--- src/rtl/asc_pkg.sv ---
// Package: offsets, fields, reset values and timing of the converter control block.
// Assumes a 20 MHz system clock and a 32-bit Avalon-MM register bus.
package asc_pkg;
  // ****************************************
  // Register byte offsets
  // ****************************************
  localparam logic [3:0] OFF_CTRL0 = 4'h0;
  localparam logic [3:0] OFF_CTRL1 = 4'h4;
  localparam logic [3:0] OFF_CTRL2 = 4'h8;
  localparam logic [3:0] OFF_RES_HI = 4'hC;
  localparam logic [4:0] OFF_RES_LO = 5'h10;
  localparam logic [4:0] OFF_STATUS = 5'h14;
  // ****************************************
  // Field positions
  // ****************************************
  localparam int CAL_BIT = 7;
  localparam int CHS_LSB = 2;
  localparam int GO_BIT = 1;
  localparam int EN_BIT = 0;
  localparam int TRIG_BIT = 7;
  localparam int NREF_BIT = 5;
  localparam int PREF_BIT = 4;
  localparam int FM_BIT = 7;
  localparam int ACQ_LSB = 3;
  // ****************************************
  // Reset values and masks
  // ****************************************
  localparam logic [7:0] CTRL0_RST = 8'h00;
  localparam logic [7:0] CTRL1_RST = 8'h00;
  localparam logic [7:0] CTRL2_RST = 8'h00;
  localparam logic [7:0] CTRL0_MASK = 8'hBF;
  localparam logic [7:0] CTRL1_MASK = 8'hBF;
  localparam logic [7:0] CTRL2_MASK = 8'hBF;
  // ****************************************
  // Timing
  // ****************************************
  localparam int SYS_CLK_HZ = 20000000;
  localparam int RC_TAD_NS = 4000;
  localparam int RC_TAD_CYC = (RC_TAD_NS * (SYS_CLK_HZ / 1000000)) / 1000;
  localparam int TCY_OSC = 4;
  localparam logic [4:0] CONV_TAD = 5'h0B;
  localparam logic [4:0] WAIT_TAD = 5'h02;
  localparam int CH_COUNT = 12;
  localparam int RES_W = 10;
  localparam logic [7:0] RC_TAD_M1 = 8'(RC_TAD_CYC - 1);
  localparam logic [7:0] TCY_M1 = 8'(TCY_OSC - 1);

  typedef enum logic [2:0] {ASC_IDLE, ASC_DELAY, ASC_ACQ, ASC_CONV, ASC_WAIT} asc_state_t;
endpackage

--- src/rtl/asc_tad_if.sv ---
// Interface: conversion clock tick carrier between sequencer and divider.
// Assumes a single clock domain.
`timescale 1ns/1ps
interface asc_tad_if;
  logic run;
  logic [2:0] sel;
  logic tick;
  modport ctl (output run, output sel, input tick);
  modport gen (input run, input sel, output tick);
endinterface

--- src/rtl/asc_tad_gen.sv ---
// Conversion clock tick generator: oscillator divider or internal RC period.
// Assumes run is held high through the acquisition, conversion and wait phases of a sequence.
`timescale 1ns/1ps
module asc_tad_gen (
  input wire logic clk,
  input wire logic resetn,
  asc_tad_if.gen tif
);
  logic [7:0] cnt_q;
  logic [7:0] cnt_d;
  logic [7:0] lim;
  logic hit;

  // ****************************************
  // Divider limit from clock select
  // ****************************************
  function automatic logic [7:0] div_m1(input logic [2:0] s);
    logic [7:0] r;
    r = 8'h00;
    unique case (s)
      3'h0: r = 8'h01;
      3'h1: r = 8'h07;
      3'h2: r = 8'h1F;
      3'h4: r = 8'h03;
      3'h5: r = 8'h0F;
      3'h6: r = 8'h3F;
      default: r = asc_pkg::RC_TAD_M1;
    endcase
    return r;
  endfunction

  assign lim = div_m1(tif.sel);
  assign hit = tif.run && (cnt_q >= lim);
  assign cnt_d = (!tif.run || hit) ? 8'h00 : cnt_q + 8'h01;
  assign tif.tick = hit;

  always_ff @(posedge clk or negedge resetn) begin
    if (!resetn) begin
      cnt_q <= 8'h00;
    end else begin
      cnt_q <= cnt_d;
    end
  end
endmodule

--- src/rtl/asc_top.sv ---
// Top: converter control registers, sequencer and Avalon-MM slave.
// Assumes triggers are synchronous pulses and the analog core is modelled by the sample input.
//
// Implementation choices: the Avalon-MM slave port and the register addresses.
`timescale 1ns/1ps
module asc_top (
  input wire logic clk,
  input wire logic resetn,
  input wire logic [4:0] avs_address,
  input wire logic avs_read,
  input wire logic avs_write,
  input wire logic [31:0] avs_writedata,
  input wire logic [3:0] avs_byteenable,
  output logic [31:0] avs_readdata,
  output logic avs_waitrequest,
  input wire logic ctu_trigger,
  input wire logic capture_compare_two_trigger,
  input wire logic sleep_mode,
  input wire logic [9:0] sample_code,
  output logic [3:0] channel_select,
  output logic [11:0] pin_analog_mask,
  output logic neg_reference_select,
  output logic pos_reference_select,
  output logic converter_enable,
  output logic sample_hold,
  output logic calibrate_active,
  output logic conversion_done_flag
);
  // ****************************************
  // Registers and state
  // ****************************************
  logic [7:0] ctrl0_q;
  logic [7:0] ctrl1_q;
  logic [7:0] ctrl2_q;
  logic [7:0] res_hi_q;
  logic [7:0] res_lo_q;
  logic flag_q;
  logic cal_pend_q;
  logic cal_run_q;
  logic [1:0] ack_q;
  logic [9:0] sar_q;
  logic [4:0] tad_cnt_q;
  logic [4:0] tad_cnt_d;
  asc_pkg::asc_state_t st_q;
  asc_pkg::asc_state_t st_d;
  logic [1:0] trg_s1_q;
  logic [1:0] trg_s2_q;
  logic [9:0] code_s1_q;
  logic [9:0] code_s2_q;

  asc_tad_if tif ();

  asc_tad_gen u_tad (
    .clk(clk),
    .resetn(resetn),
    .tif(tif)
  );

  // ****************************************
  // Helper functions
  // ****************************************
  function automatic logic [4:0] acq_tad(input logic [2:0] c);
    logic [4:0] r;
    r = 5'h00;
    unique case (c)
      3'h0: r = 5'h00;
      3'h1: r = 5'h02;
      3'h2: r = 5'h04;
      3'h3: r = 5'h06;
      3'h4: r = 5'h08;
      3'h5: r = 5'h0C;
      3'h6: r = 5'h10;
      3'h7: r = 5'h14;
    endcase
    return r;
  endfunction

  function automatic logic [11:0] analog_mask(input logic [3:0] p);
    logic [11:0] m;
    m = 12'hFFF;
    if (p >= 4'h4) begin
      m = 12'hFFF >> (p - 4'h3);
    end
    return m;
  endfunction

  // ****************************************
  // Decode
  // ****************************************
  wire enabled = ctrl0_q[asc_pkg::EN_BIT];
  wire go_bit = ctrl0_q[asc_pkg::GO_BIT];
  wire [2:0] acq_sel = ctrl2_q[asc_pkg::ACQ_LSB +: 3];
  wire [2:0] clk_sel = ctrl2_q[2:0];
  wire rc_sel = (clk_sel[1:0] == 2'h3);
  wire trig_sel = ctrl1_q[asc_pkg::TRIG_BIT];
  wire hw_trig = trig_sel ? trg_s2_q[1] : trg_s2_q[0];
  wire tick = tif.tick;
  wire can_run = !sleep_mode || rc_sel;
  wire wr_acc = avs_write && ack_q[0];
  wire rd_acc = avs_read && !ack_q[0];
  wire wr_c0 = wr_acc && avs_byteenable[0] && (avs_address == {1'b0, asc_pkg::OFF_CTRL0});
  wire wr_c1 = wr_acc && avs_byteenable[0] && (avs_address == {1'b0, asc_pkg::OFF_CTRL1});
  wire wr_c2 = wr_acc && avs_byteenable[0] && (avs_address == {1'b0, asc_pkg::OFF_CTRL2});
  wire wr_rh = wr_acc && avs_byteenable[0] && (avs_address == {1'b0, asc_pkg::OFF_RES_HI});
  wire wr_rl = wr_acc && avs_byteenable[0] && (avs_address == asc_pkg::OFF_RES_LO);
  wire wr_st = wr_acc && avs_byteenable[0] && (avs_address == asc_pkg::OFF_STATUS);
  wire [7:0] wdat = avs_writedata[7:0];
  wire sw_go = wr_c0 && wdat[asc_pkg::GO_BIT] && !go_bit && enabled;
  wire sw_abort = wr_c0 && (!wdat[asc_pkg::GO_BIT] || !wdat[asc_pkg::EN_BIT]) && go_bit;
  wire start = enabled && (st_q == asc_pkg::ASC_IDLE) && (sw_go || hw_trig);
  wire busy = (st_q != asc_pkg::ASC_IDLE) && (st_q != asc_pkg::ASC_WAIT);
  wire acq_zero = (acq_tad(acq_sel) == 5'h00);
  wire cal_now = wr_c0 ? wdat[asc_pkg::CAL_BIT] : ctrl0_q[asc_pkg::CAL_BIT];
  wire done = (st_q == asc_pkg::ASC_CONV) && tick && (tad_cnt_q == asc_pkg::CONV_TAD - 5'h01);
  wire [9:0] res_val = code_s2_q;
  wire [7:0] new_hi = ctrl2_q[asc_pkg::FM_BIT] ? {6'h00, res_val[9:8]} : res_val[9:2];
  wire [7:0] new_lo = ctrl2_q[asc_pkg::FM_BIT] ? res_val[7:0] : {res_val[1:0], 6'h00};

  // ****************************************
  // Sequencer
  // ****************************************
  always_comb begin
    st_d = st_q;
    tad_cnt_d = tad_cnt_q;
    unique case (st_q)
      asc_pkg::ASC_IDLE: begin
        tad_cnt_d = 5'h00;
        if (start) begin
          st_d = rc_sel ? asc_pkg::ASC_DELAY : asc_pkg::ASC_ACQ;
        end
      end
      asc_pkg::ASC_DELAY: begin
        if (tad_cnt_q == asc_pkg::TCY_M1[4:0]) begin
          st_d = asc_pkg::ASC_ACQ;
          tad_cnt_d = 5'h00;
        end else begin
          tad_cnt_d = tad_cnt_q + 5'h01;
        end
      end
      asc_pkg::ASC_ACQ: begin
        if (acq_zero) begin
          st_d = asc_pkg::ASC_CONV;
          tad_cnt_d = 5'h00;
        end else if (tick && can_run) begin
          if (acq_tad(acq_sel) == tad_cnt_q + 5'h01) begin
            st_d = asc_pkg::ASC_CONV;
            tad_cnt_d = 5'h00;
          end else begin
            tad_cnt_d = tad_cnt_q + 5'h01;
          end
        end
      end
      asc_pkg::ASC_CONV: begin
        if (done) begin
          st_d = asc_pkg::ASC_WAIT;
          tad_cnt_d = 5'h00;
        end else if (tick && can_run) begin
          tad_cnt_d = tad_cnt_q + 5'h01;
        end
      end
      asc_pkg::ASC_WAIT: begin
        if (tick && tad_cnt_q == asc_pkg::WAIT_TAD - 5'h01) begin
          st_d = asc_pkg::ASC_IDLE;
        end else if (tick) begin
          tad_cnt_d = tad_cnt_q + 5'h01;
        end
      end
    endcase
    if (sw_abort && busy) begin
      st_d = asc_pkg::ASC_WAIT;
      tad_cnt_d = 5'h00;
    end
  end

  assign tif.run = ((st_q == asc_pkg::ASC_ACQ) && !acq_zero) || (st_q == asc_pkg::ASC_CONV)
                   || (st_q == asc_pkg::ASC_WAIT);
  assign tif.sel = clk_sel;

  // ****************************************
  // Synchronisers
  // ****************************************
  always_ff @(posedge clk or negedge resetn) begin
    if (!resetn) begin
      trg_s1_q <= 2'h0;
      trg_s2_q <= 2'h0;
      code_s1_q <= 10'h000;
      code_s2_q <= 10'h000;
    end else begin
      trg_s1_q <= {ctu_trigger, capture_compare_two_trigger};
      trg_s2_q <= trg_s1_q;
      code_s1_q <= sample_code;
      code_s2_q <= code_s1_q;
    end
  end

  always_ff @(posedge clk or negedge resetn) begin
    if (!resetn) begin
      st_q <= asc_pkg::ASC_IDLE;
      tad_cnt_q <= 5'h00;
      sar_q <= 10'h000;
    end else begin
      st_q <= st_d;
      tad_cnt_q <= tad_cnt_d;
      sar_q <= (st_q == asc_pkg::ASC_CONV && tick) ? res_val : sar_q;
    end
  end

  // ****************************************
  // Control registers
  // ****************************************
  always_ff @(posedge clk or negedge resetn) begin
    if (!resetn) begin
      ctrl0_q <= asc_pkg::CTRL0_RST;
      ctrl1_q <= asc_pkg::CTRL1_RST;
      ctrl2_q <= asc_pkg::CTRL2_RST;
    end else begin
      if (wr_c0) begin
        ctrl0_q <= (wdat & asc_pkg::CTRL0_MASK & 8'hFD) | {6'h00, sw_go, 1'b0}
                   | {6'h00, go_bit && wdat[asc_pkg::GO_BIT] && wdat[asc_pkg::EN_BIT], 1'b0};
      end else if (done) begin
        ctrl0_q <= ctrl0_q & 8'hFD;
      end else if (start) begin
        ctrl0_q <= ctrl0_q | 8'h02;
      end
      if (wr_c1) begin
        ctrl1_q <= wdat & asc_pkg::CTRL1_MASK;
      end
      if (wr_c2) begin
        ctrl2_q <= wdat & asc_pkg::CTRL2_MASK;
      end
    end
  end

  // ****************************************
  // Result pair, flag, calibration
  // ****************************************
  always_ff @(posedge clk or negedge resetn) begin
    if (!resetn) begin
      res_hi_q <= 8'h00;
      res_lo_q <= 8'h00;
      flag_q <= 1'b0;
      cal_pend_q <= 1'b0;
      cal_run_q <= 1'b0;
    end else begin
      if (done) begin
        res_hi_q <= new_hi;
        res_lo_q <= new_lo;
      end else begin
        res_hi_q <= wr_rh ? wdat : res_hi_q;
        res_lo_q <= wr_rl ? wdat : res_lo_q;
      end
      flag_q <= done || (flag_q && !(wr_st && wdat[0]));
      cal_pend_q <= ctrl0_q[asc_pkg::CAL_BIT];
      if (start) begin
        cal_run_q <= cal_now;
      end else if (!busy) begin
        cal_run_q <= 1'b0;
      end
    end
  end

  // ****************************************
  // Avalon-MM slave
  // ****************************************
  wire [7:0] rd_mux =
    (avs_address == {1'b0, asc_pkg::OFF_CTRL0}) ? ctrl0_q :
    (avs_address == {1'b0, asc_pkg::OFF_CTRL1}) ? ctrl1_q :
    (avs_address == {1'b0, asc_pkg::OFF_CTRL2}) ? ctrl2_q :
    (avs_address == {1'b0, asc_pkg::OFF_RES_HI}) ? res_hi_q :
    (avs_address == asc_pkg::OFF_RES_LO) ? res_lo_q :
    (avs_address == asc_pkg::OFF_STATUS) ? {5'h00, cal_pend_q, busy, flag_q} : 8'h00;

  always_ff @(posedge clk or negedge resetn) begin
    if (!resetn) begin
      ack_q <= 2'h0;
      avs_readdata <= 32'h0000_0000;
    end else begin
      ack_q <= {1'b0, (avs_read || avs_write) && !ack_q[0]};
      if (rd_acc) begin
        avs_readdata <= {24'h000000, rd_mux};
      end
    end
  end

  assign avs_waitrequest = (avs_read || avs_write) && !ack_q[0];

  assign channel_select = ctrl0_q[asc_pkg::CHS_LSB +: 4];
  assign pin_analog_mask = analog_mask(ctrl1_q[3:0]);
  assign neg_reference_select = ctrl1_q[asc_pkg::NREF_BIT];
  assign pos_reference_select = ctrl1_q[asc_pkg::PREF_BIT];
  assign converter_enable = enabled;
  assign sample_hold = (st_q == asc_pkg::ASC_CONV);
  assign calibrate_active = cal_run_q;
  assign conversion_done_flag = flag_q;
endmodule

--- config.mk ---
export PLATFORM = sky130hd
export DESIGN_NAME = asc_top
export DESIGN_NICKNAME = d
export VERILOG_FILES = /design/src/rtl/asc_pkg.sv /design/src/rtl/asc_tad_if.sv /design/src/rtl/asc_tad_gen.sv /design/src/rtl/asc_top.sv
export SDC_FILE = /design/constraint.sdc
export NUM_CORES = 1
export LEC_CHECK = 0
export BUFFER_PORTS_ARGS = -buffer_cell sky130_fd_sc_hd__buf_2
export CORE_MARGIN = 2
export CORE_UTILIZATION = 31
export DETAILED_ROUTE_END_ITERATION = 12
export GPL_TIMING_DRIVEN = 1
export RECOVER_POWER = 50
export SYNTH_ARGS = -nofsm -noshare
export SYNTH_HDL_FRONTEND = slang
export SYNTH_SLANG_ARGS = --single-unit
export TNS_END_PERCENT = 20
--- constraint.sdc ---
create_clock -name clk -period 4.29 [get_ports clk]
set_clock_uncertainty 0.1 [all_clocks]
set_input_delay 0.858 -clock clk [delete_from_list [all_inputs] [get_ports clk]]
set_output_delay 0.858 -clock clk [all_outputs]
set_load 0.005 [all_outputs]
==> results of run 1 <==
## Yosys cell counts (2+ instances only)
| master | count |
|---|---|
| nor2b_1 | 7 |
| mux2_2 | 14 |
| nand3b_1 | 8 |
| a22o_1 | 4 |
| buf_2 | 6 |
| mux2_1 | 8 |
| buf_1 | 2 |
| xor2_1 | 4 |
| nor3_1 | 8 |
| a211oi_1 | 5 |
| clkbuf_1 | 16 |
| mux2i_1 | 25 |
| a22oi_1 | 4 |
| and3_1 | 3 |
| a21oi_1 | 15 |
| nor3b_1 | 3 |
| o22ai_1 | 2 |
| dfrtp_1 | 89 |
| mux4_2 | 2 |
| inv_1 | 14 |
| o31ai_1 | 3 |
| ha_1 | 14 |
| xnor3_1 | 2 |
| o32ai_1 | 3 |
| o211ai_1 | 3 |
| xnor2_1 | 4 |
| o21ai_1 | 18 |
| a31oi_1 | 3 |
| nand2_1 | 52 |
| and2_1 | 3 |
| buf_4 | 29 |
| a221oi_1 | 2 |
| nor2_1 | 31 |
| nand3_1 | 17 |
| nand2b_1 | 6 |
| o21ai_0 | 19 |
| a21o_1 | 2 |
| or3_1 | 3 |
## through the flow
stage / total power [mW] / setup WS (ns) / cells / hold WS [ns]
3_5_place_dp: 1.52 / 1.16 / 698 / 0.236
6_report: 2.32 / 1.19 / 714 / 0.247
4_1_cts: 2.34 / 1.23 / 714 / 0.250
3_3_place_gp: 1.51 / 1.16 / 698 / 0.236
2_1_floorplan: 1.39 / 1.53 / 499 / 0.231
5_1_grt: 2.45 / 0.897 / 714 / 0.254
## path summary, 6_finish.rpt
path	start	end
worst max register to register	ctrl2_q[0]	st_q[0]
min in group asynchronous	resetn	ctrl0_q[4]
max in group asynchronous	resetn	ctrl2_q[5]
worst max-delay path	ctrl2_q[0]	st_q[0]
worst min register to register	code_s1_q[3]	code_s2_q[3]
worst min-delay path	code_s1_q[3]	code_s2_q[3]
## cells by family (layout without fill, tap and decap cells)
| group | Yosys count | in the layout | share of synthesized area |
|---|---|---|---|
| and+or+nand+nor | 148 | 148 | 0.148 |
| other | 1 | 24 | 0.000781 |
| AOI/OAI and AO/OA | 96 | 96 | 0.129 |
| DFF | 89 | 89 | 0.464 |
| xor gates and xnor gates | 10 | 10 | 0.0240 |
| adders and majority gates | 14 | 14 | 0.0365 |
| buffers and inverters | 68 | 95 | 0.0789 |
| muxes | 50 | 50 | 0.118 |
## flip-flops by register name, summed over array words and instances (netlist names), 3 cells and up
name          flops
ctrl0_q           7
code_s1_q        10
code_s2_q        10
ctrl1_q           7
u_tad.cnt_q       8
res_hi_q          8
avs_readdata      8
st_q              3
tad_cnt_q         5
ctrl2_q           7
res_lo_q          8
## per-layer routing
layer	wire length (um)	track usage	vias to the layer above
li1	-	-	1714
met2	5070	0.214	115
met5	0	0	-
met1	5080	0.191	1730
met4	128	0.0403	0
met3	708	0.0424	11
## power groups by stage
| stage | clock network [mW] | logic (mW) | registers [mW] |
|---|---|---|---|
| 2_1_floorplan | 0 | 0.419 | 0.970 |
| 3_5_place_dp | 0 | 0.502 | 1.02 |
| 3_3_place_gp | 0 | 0.489 | 1.02 |
| 5_1_grt | 0.862 | 0.569 | 1.02 |
| 4_1_cts | 0.827 | 0.504 | 1.01 |
| 6_report | 0.804 | 0.503 | 1.01 |
## worst max-delay path, cell delays in order, from the launching register on
cell and delay, ns:
dfrtp_1 0.55, nand2_1 0.20, ha_1 0.34, nand3_1 0.09, nor3_1 0.48, or2_2 0.22
a31oi_1 0.08, a211o_1 0.27, or3_1 0.39, o32ai_1 0.26
## layout make-up
class                      instances  share of cell area
clock inverter                     6              0.0136
tap                              188              0.0433
multi-input combinational        342               0.420
timing repair buffer              65              0.0610
inverter                          14             0.00967
clock buffer                      10              0.0421
sequential                        89               0.410
==> flow_summary.ini, run 1 <==
[run]
drv_cap = 1

[place]
portBuffers = 61
place_area_um2 = 5140
finalWeightedCongestion = 0.881
dp_hpwl_um = 8100

[power_and_ir_drop]
intPower_mw = 1.59
powerDensity_nw_per_um2 = 426
clkPwrFrac = 0.347
comb_power_share = 0.217
irDropWorstVdd_mv = 0.174
p_sw_mw = 0.722
p_leak_nw = 2.42
seq_power_share = 0.435
swShare = 0.312

[sta]
post-route-period-util = 0.722
relSlewSlack = -0.198
worst_pin_slew_ns = 1.80
rsz0062_at_grt = no
period_needed_ns = 3.10
hold_violations = 0
finalSetupViolations = 0
fin_tns_setup_ns = 0
maxSlewViolCount = 75
fmax_mhz = 323

[clocking]
htree_levels = 3
root_buffer = clkbuf_16
cts_made_buffers = 9
clock-sinks = 89
clk_latency_ns = 0.35
post_cts_buffers = 0
clk_pin_slew_ns = 0.07
clock_path_buffers = 2
cts_resized = 0
postCtsHoldBufs = 0
cts_tree = yes

[cells_and_area]
diodes = 0
seqCellArea_um2 = 2230
nets = 593
multi_input_area_um2 = 2280
fin_util = 0.359
layout_common_cells = 89 x dfrtp_1, 60 x buf_2, 52 x nand2_1, 31 x nor2_1, 25 x mux2i_1
design_area_um2 = 5430
fillers = 1517
syn_to_final_growth_pct = 13.1
layout-drive-gt1-share = 0.192
final_common_cell = dfrtp_1

[global_route]
grt_pass1_vias = 3353
antenna_found_initial = 0
grt_max_degree = 75
gr-total-overflow = 0
grt_use_total = 0.139
grt_pass1_wl_um = 17700

[floorplan]
core_area_um2 = 15100
rows = 45
die_w_um = 128
die-area_um2 = 16500
die_h_um = 128
ioPinCount = 113
start_util = 0.317

[detailed_routing]
drt-total-wl_um = 11000
first_pass_iters = 5
routedWlPerCell_um = 15.4
viasPerCell = 5.00
drtIter0Drc = 251
vias = 3570
drc_errors = 0
final_antenna_net_count = 0

[worst_hold_path]
whs_path_depth = 0
hold_path_class = flip-flop to flip-flop

[setup_path]
worstRegToRegCells = 9
crit_type = flip-flop to flip-flop
reg2reg_setup_slack_ns = 1.19
arrival_ns = 3.25
required_ns = 4.44
worst-path-max-fanout = 10
start_kind = flip-flop
end_kind = flip-flop

[yosys]
synth_cell_types = 61
yosysTopAreaCell = dfrtp_1
synth_area_um2 = 4800
ys_ff_latch = 89
avgSynthCellArea_um2 = 10.1
ys.flop_type = dfrtp_1
ys_warn_count = 0
netlist.area_leader.share = 0.464
synth_area_leaders = dfrtp_1 46%, mux2i_1 5.2%, buf_4 4.5%
ys_seq_area_frac = 0.464
synthCells = 476
synth_edf_count = 0
async_flop_share = 1.00

[run_status]
violations = max-capacitance violations, max-slew violations
run_status = complete, but fails checks
Power figures use the tool's default switching activity.
==> run 2: changes to the inputs <==
- clock period: 4.29 -> 3.2 ns (I/O delays scaled with it)
==> run 2 against run 1 <==
  * Critical path depth did not move
  * Sequential share of layout area fell by 0.19 points
  * The run now ends clean
  * Critical endpoint unchanged
  * Cell count rose by 0.70%
  * Flip-flop and latch count did not move
  * Maximum frequency rose by 3.3%
==> flow_summary.ini, run 2 (synthesized netlist as in run 1, its figures left out) <==
[detailed_routing]
met3RoutedLength_um = 750
vias = 3630
top_layer_used = met4
first_pass_iters = 5
drc_errors = 0
met1_length_um = 4880
drtIter0Drc = 264
final_antenna_net_count = 0
drt-total-wl_um = 10800
viasPerCell = 5.05
routedWlPerCell_um = 15.0
wl_met2_um = 5010

[sta]
maxSlewViolCount = 0
period_needed_ns = 3.00
finalSetupViolations = 0
hold_violations = 0
fmax_mhz = 333
post-route-period-util = 0.937
worst_pin_slew_ns = 1.13
relSlewSlack = 0.248
fin_tns_setup_ns = 0
rsz0062_at_grt = no

[worst_hold_path]
hold_start = code_s1_q[9]
hold_path_class = flip-flop to flip-flop

[clocking]
post_cts_buffers = 0
clock_path_buffers = 2
root_buffer = clkbuf_16
cts_resized = 0
clock-sinks = 89
htree_levels = 3
cts_tree = yes
cts_made_buffers = 9
clk_latency_ns = 0.34
clk_pin_slew_ns = 0.07
postCtsHoldBufs = 0

[floorplan]
start_util = 0.317
die_h_um = 128
die_w_um = 128
ioPinCount = 113
rows = 45
core_area_um2 = 15100
die-area_um2 = 16500

[cells_and_area]
syn_to_final_growth_pct = 13.6
largestRegisters = code_s1_q x10, code_s2_q x10
fillers = 1491
layout_common_cells = 89 x dfrtp_1, 60 x buf_2, 52 x nand2_1, 31 x nor2_1, 25 x mux2i_1
diodes = 0
final_common_cell = dfrtp_1
instances_no_fill = 719
layout-drive-gt1-share = 0.205
nets = 599

[place]
portBuffers = 61
place_inst = 704
dp_hpwl_um = 7990
finalWeightedCongestion = 0.908

[setup_path]
end_kind = flip-flop
r2r-start = ctrl2_q[1]
slowest_delay_ns = 0.54
worst-path-max-fanout = 10
crit_type = flip-flop to flip-flop
crit_slowest_cell = dfrtp_1
cp-startpoint = ctrl2_q[1]
required_ns = 3.35
start_kind = flip-flop
path_cells = nand2_1, ha_1, nand3_1, o221ai_1, or2_2, a31oi_1, a211o_1, or3_1, o32ai_1
arrival_ns = 3.15

[global_route]
antenna_found_initial = 0
gr-total-overflow = 0
grt_use_total = 0.136
grt_max_degree = 48
grt_pass1_wl_um = 17500
grt_pass1_vias = 3388

[power_and_ir_drop]
powerDensity_nw_per_um2 = 551
p_leak_nw = 2.46
irDropWorstVdd_mv = 0.254

[run_status]
run_status = finished, final reports clean

[run]
drv_cap = 0
## run 2: area by class of cell
cell class,instances,area (um2),share of cell area
Clock inverter,6,51.3,0.00940
Inverter,14,52.6,0.00963
Sequential cell,89,2230,0.408
Clock buffer,9,225,0.0413
Multi-Input combinational cell,342,2290,0.419
Tap cell,188,235,0.0431
Timing Repair Buffer,71,378,0.0692
## run 2: routing by layer
layer	vias up	global-route usage
li1	1726	-
met5	-	0
met4	0	0.0358
met1	1769	0.181
met2	119	0.210
met3	16	0.0511
## run 2: power breakdown
group / internal, mW / switching, mW / total [mW]
Clock: 0.534 / 0.449 / 0.983
Sequential: 1.22 / 0.125 / 1.35
Combinational: 0.303 / 0.374 / 0.677
## run 2: path summary, 6_finish.rpt
check	to	slack [ns]	cells past startpoint
worst max-delay path	st_q[0]	0.20	9
worst min-delay path	code_s2_q[9]	0.25	0
worst max register to register	st_q[0]	0.20	9
worst min register to register	code_s2_q[9]	0.25	0
max in group asynchronous	u_tad.cnt_q[7]	0.95	2
min in group asynchronous	ctrl0_q[3]	0.40	1
## run 2: per-stage QoR
step	area [um2]	setup slack [ns]	total power, mW	utilization	hold WS, ns
CTS	5470	0.130	3.05	0.361	0.210
global placement	5190	0.290	2.02	0.343	0.235
finish	5460	0.201	3.01	0.360	0.247
detailed placement	5190	0.141	2.04	0.343	0.235
floorplan	4890	0.439	1.86	-	0.231
global route	5460	0.0113	3.20	0.360	0.255
## run 2: worst max-delay path, delay by kind of cell (launching register included)
family          cells  cell delay [ns]
compound gates      4             1.05
simple gates        4             0.89
flops               1             0.54
fa+ha+maj           1             0.33
==> run 3: changes to the inputs <==
- RECOVER_POWER: 50 -> unset
- clock period: 3.2 -> 2.4 ns (I/O delays scaled with it)
==> run 3 against run 2 <==
  * The run now ends with negative setup slack left
  * Total power is 48% higher
  * Utilization grew 3.9 points
  * Critical path depth rose by 1
  * Largest cell class unchanged
  * Largest power group unchanged
  * Highest routed layer unchanged
==> flow_summary.ini, run 3 (synthesized netlist as in run 1, its figures left out) <==
[global_route]
grt_pass1_vias = 3605
gr-total-overflow = 0
grt_max_degree = 45
grt_use_total = 0.147
antenna_found_initial = 0
grt_pass1_wl_um = 18900

[detailed_routing]
drtIter0Drc = 225
routedWlPerCell_um = 15.2
viasPerCell = 4.88
wl_met2_um = 5640
final_antenna_net_count = 0
drt-total-wl_um = 11700
met1_length_um = 5320
first_pass_iters = 4
met3RoutedLength_um = 510
drc_errors = 0
vias = 3753
top_layer_used = met4

[power_and_ir_drop]
irDropWorstVdd_mv = 0.317
powerDensity_nw_per_um2 = 736
p_leak_nw = 2.74
p_total_mw = 4.45

[place]
finalWeightedCongestion = 0.901
portBuffers = 61
dp_hpwl_um = 8790
place_ws_ns = -0.219

[worst_hold_path]
hold_start = sample_code[6]
hold_path_class = input port to flip-flop
whs_path_depth = 1
hold_end = code_s1_q[6]

[floorplan]
rows = 45
core_area_um2 = 15100
die-area_um2 = 16500
start_util = 0.317
die_h_um = 128
ioPinCount = 113
die_w_um = 128

[setup_path]
cp_num_buf_inv = 1
crit_slowest_cell = dfrtp_2
required_ns = 2.54
worstRegToRegCells = 10
r2r-start = ctrl2_q[0]
reg2reg_to = tad_cnt_q[2]
cp-startpoint = ctrl2_q[0]
reg2reg_setup_slack_ns = -0.19
crit_type = flip-flop to flip-flop
end_kind = flip-flop
start_kind = flip-flop
cpLargestDelayFamily = compound AO/OA/AOI/OAI gates
worst-path-max-fanout = 8
arrival_ns = 2.73
path_cells = nand3b_1, ha_4, a21oi_4, o221ai_4, buf_6, o32ai_1, a22o_2, mux2_4, o21ai_1, nor2_1
slowest_delay_ns = 0.46

[run_status]
run_status = complete, but fails checks
violations = negative setup slack

[clocking]
cts_made_buffers = 9
htree_levels = 3
clk_pin_slew_ns = 0.07
clk_latency_ns = 0.35
clock-sinks = 89
cts_tree = yes
clock_path_buffers = 2
root_buffer = clkbuf_16

[sta]
fmax_mhz = 386
period_needed_ns = 2.59
finalSetupViolations = 9
hold_violations = 0
fin_tns_setup_ns = -0.868
maxSlewViolCount = 0
rsz0062_at_grt = yes
layout_setup_ws_ns = -0.191
post-route-period-util = 1.08

[cells_and_area]
largestRegisters = code_s1_q x10, code_s2_q x10
fin_util = 0.399
syn_to_final_growth_pct = 25.9
diodes = 0
layout_common_cells = 86 x dfrtp_1, 60 x buf_2, 55 x buf_4, 52 x nand2_1, 30 x nor2_1
final_common_cell = dfrtp_1
nets = 648
layout-drive-gt1-share = 0.312

[run]
drv_cap = 0
run 3: cell types whose count changed in the layout (fill, tap and decap cells not counted), sizes merged:
cell / previous run / this run
buf: 69 / 119
clkbuf: 11 / 10
dlygate4sd3: 0 / 1
run 3: what timing repair did:
action	4_1_cts	5_1_grt
hold endpoints to repair	16	0
pin swaps	6	14
buffers inserted	2	2
endpoints found under the setup margin	13	25
gates resized for setup	13	12
hold buffers	1	0
run 3: per-stage QoR:
stage | instances | hold slack [ns] | area [um2]
floorplan | 499 | 0.0844 | 4960
global placement | 748 | 0.234 | 5590
detailed placement | 748 | 0.235 | 5590
CTS | 767 | 0.115 | 5970
global route | 769 | 0.118 | 6050
finish | 769 | 0.131 | 6050
run 3: power breakdown:
| group | switching [mW] | internal (mW) | total [mW] |
|---|---|---|---|
| sequential | 0.155 | 1.63 | 1.79 |
| clock | 0.628 | 0.753 | 1.38 |
| combinational | 0.641 | 0.639 | 1.28 |
run 3: final cells by class:
cell class	instances	area [um2]
multi-input combinational	342	2440
clock buffer	10	239
sequential	89	2230
timing repair buffer	120	786
tap	188	235
fill	1487	9100
inverter	14	52.6
clock inverter	6	60.1
run 3: worst max-delay path by stage:
stage                   endpoint  slack, ns  depth (start not counted)
finish              tad_cnt_q[2]      -0.19                         10
global route             st_q[0]      -0.27                         10
detailed placement       st_q[0]      -0.22                          9
floorplan                st_q[0]      -0.05                         10
CTS                      st_q[0]      -0.14                          9
global placement         st_q[0]      -0.15                          9
run 3: layer usage:
layer	GRT usage	vias up
met5	0	-
met4	0.0518	0
met3	0.0287	13
met2	0.236	91
met1	0.200	1821
li1	-	1828
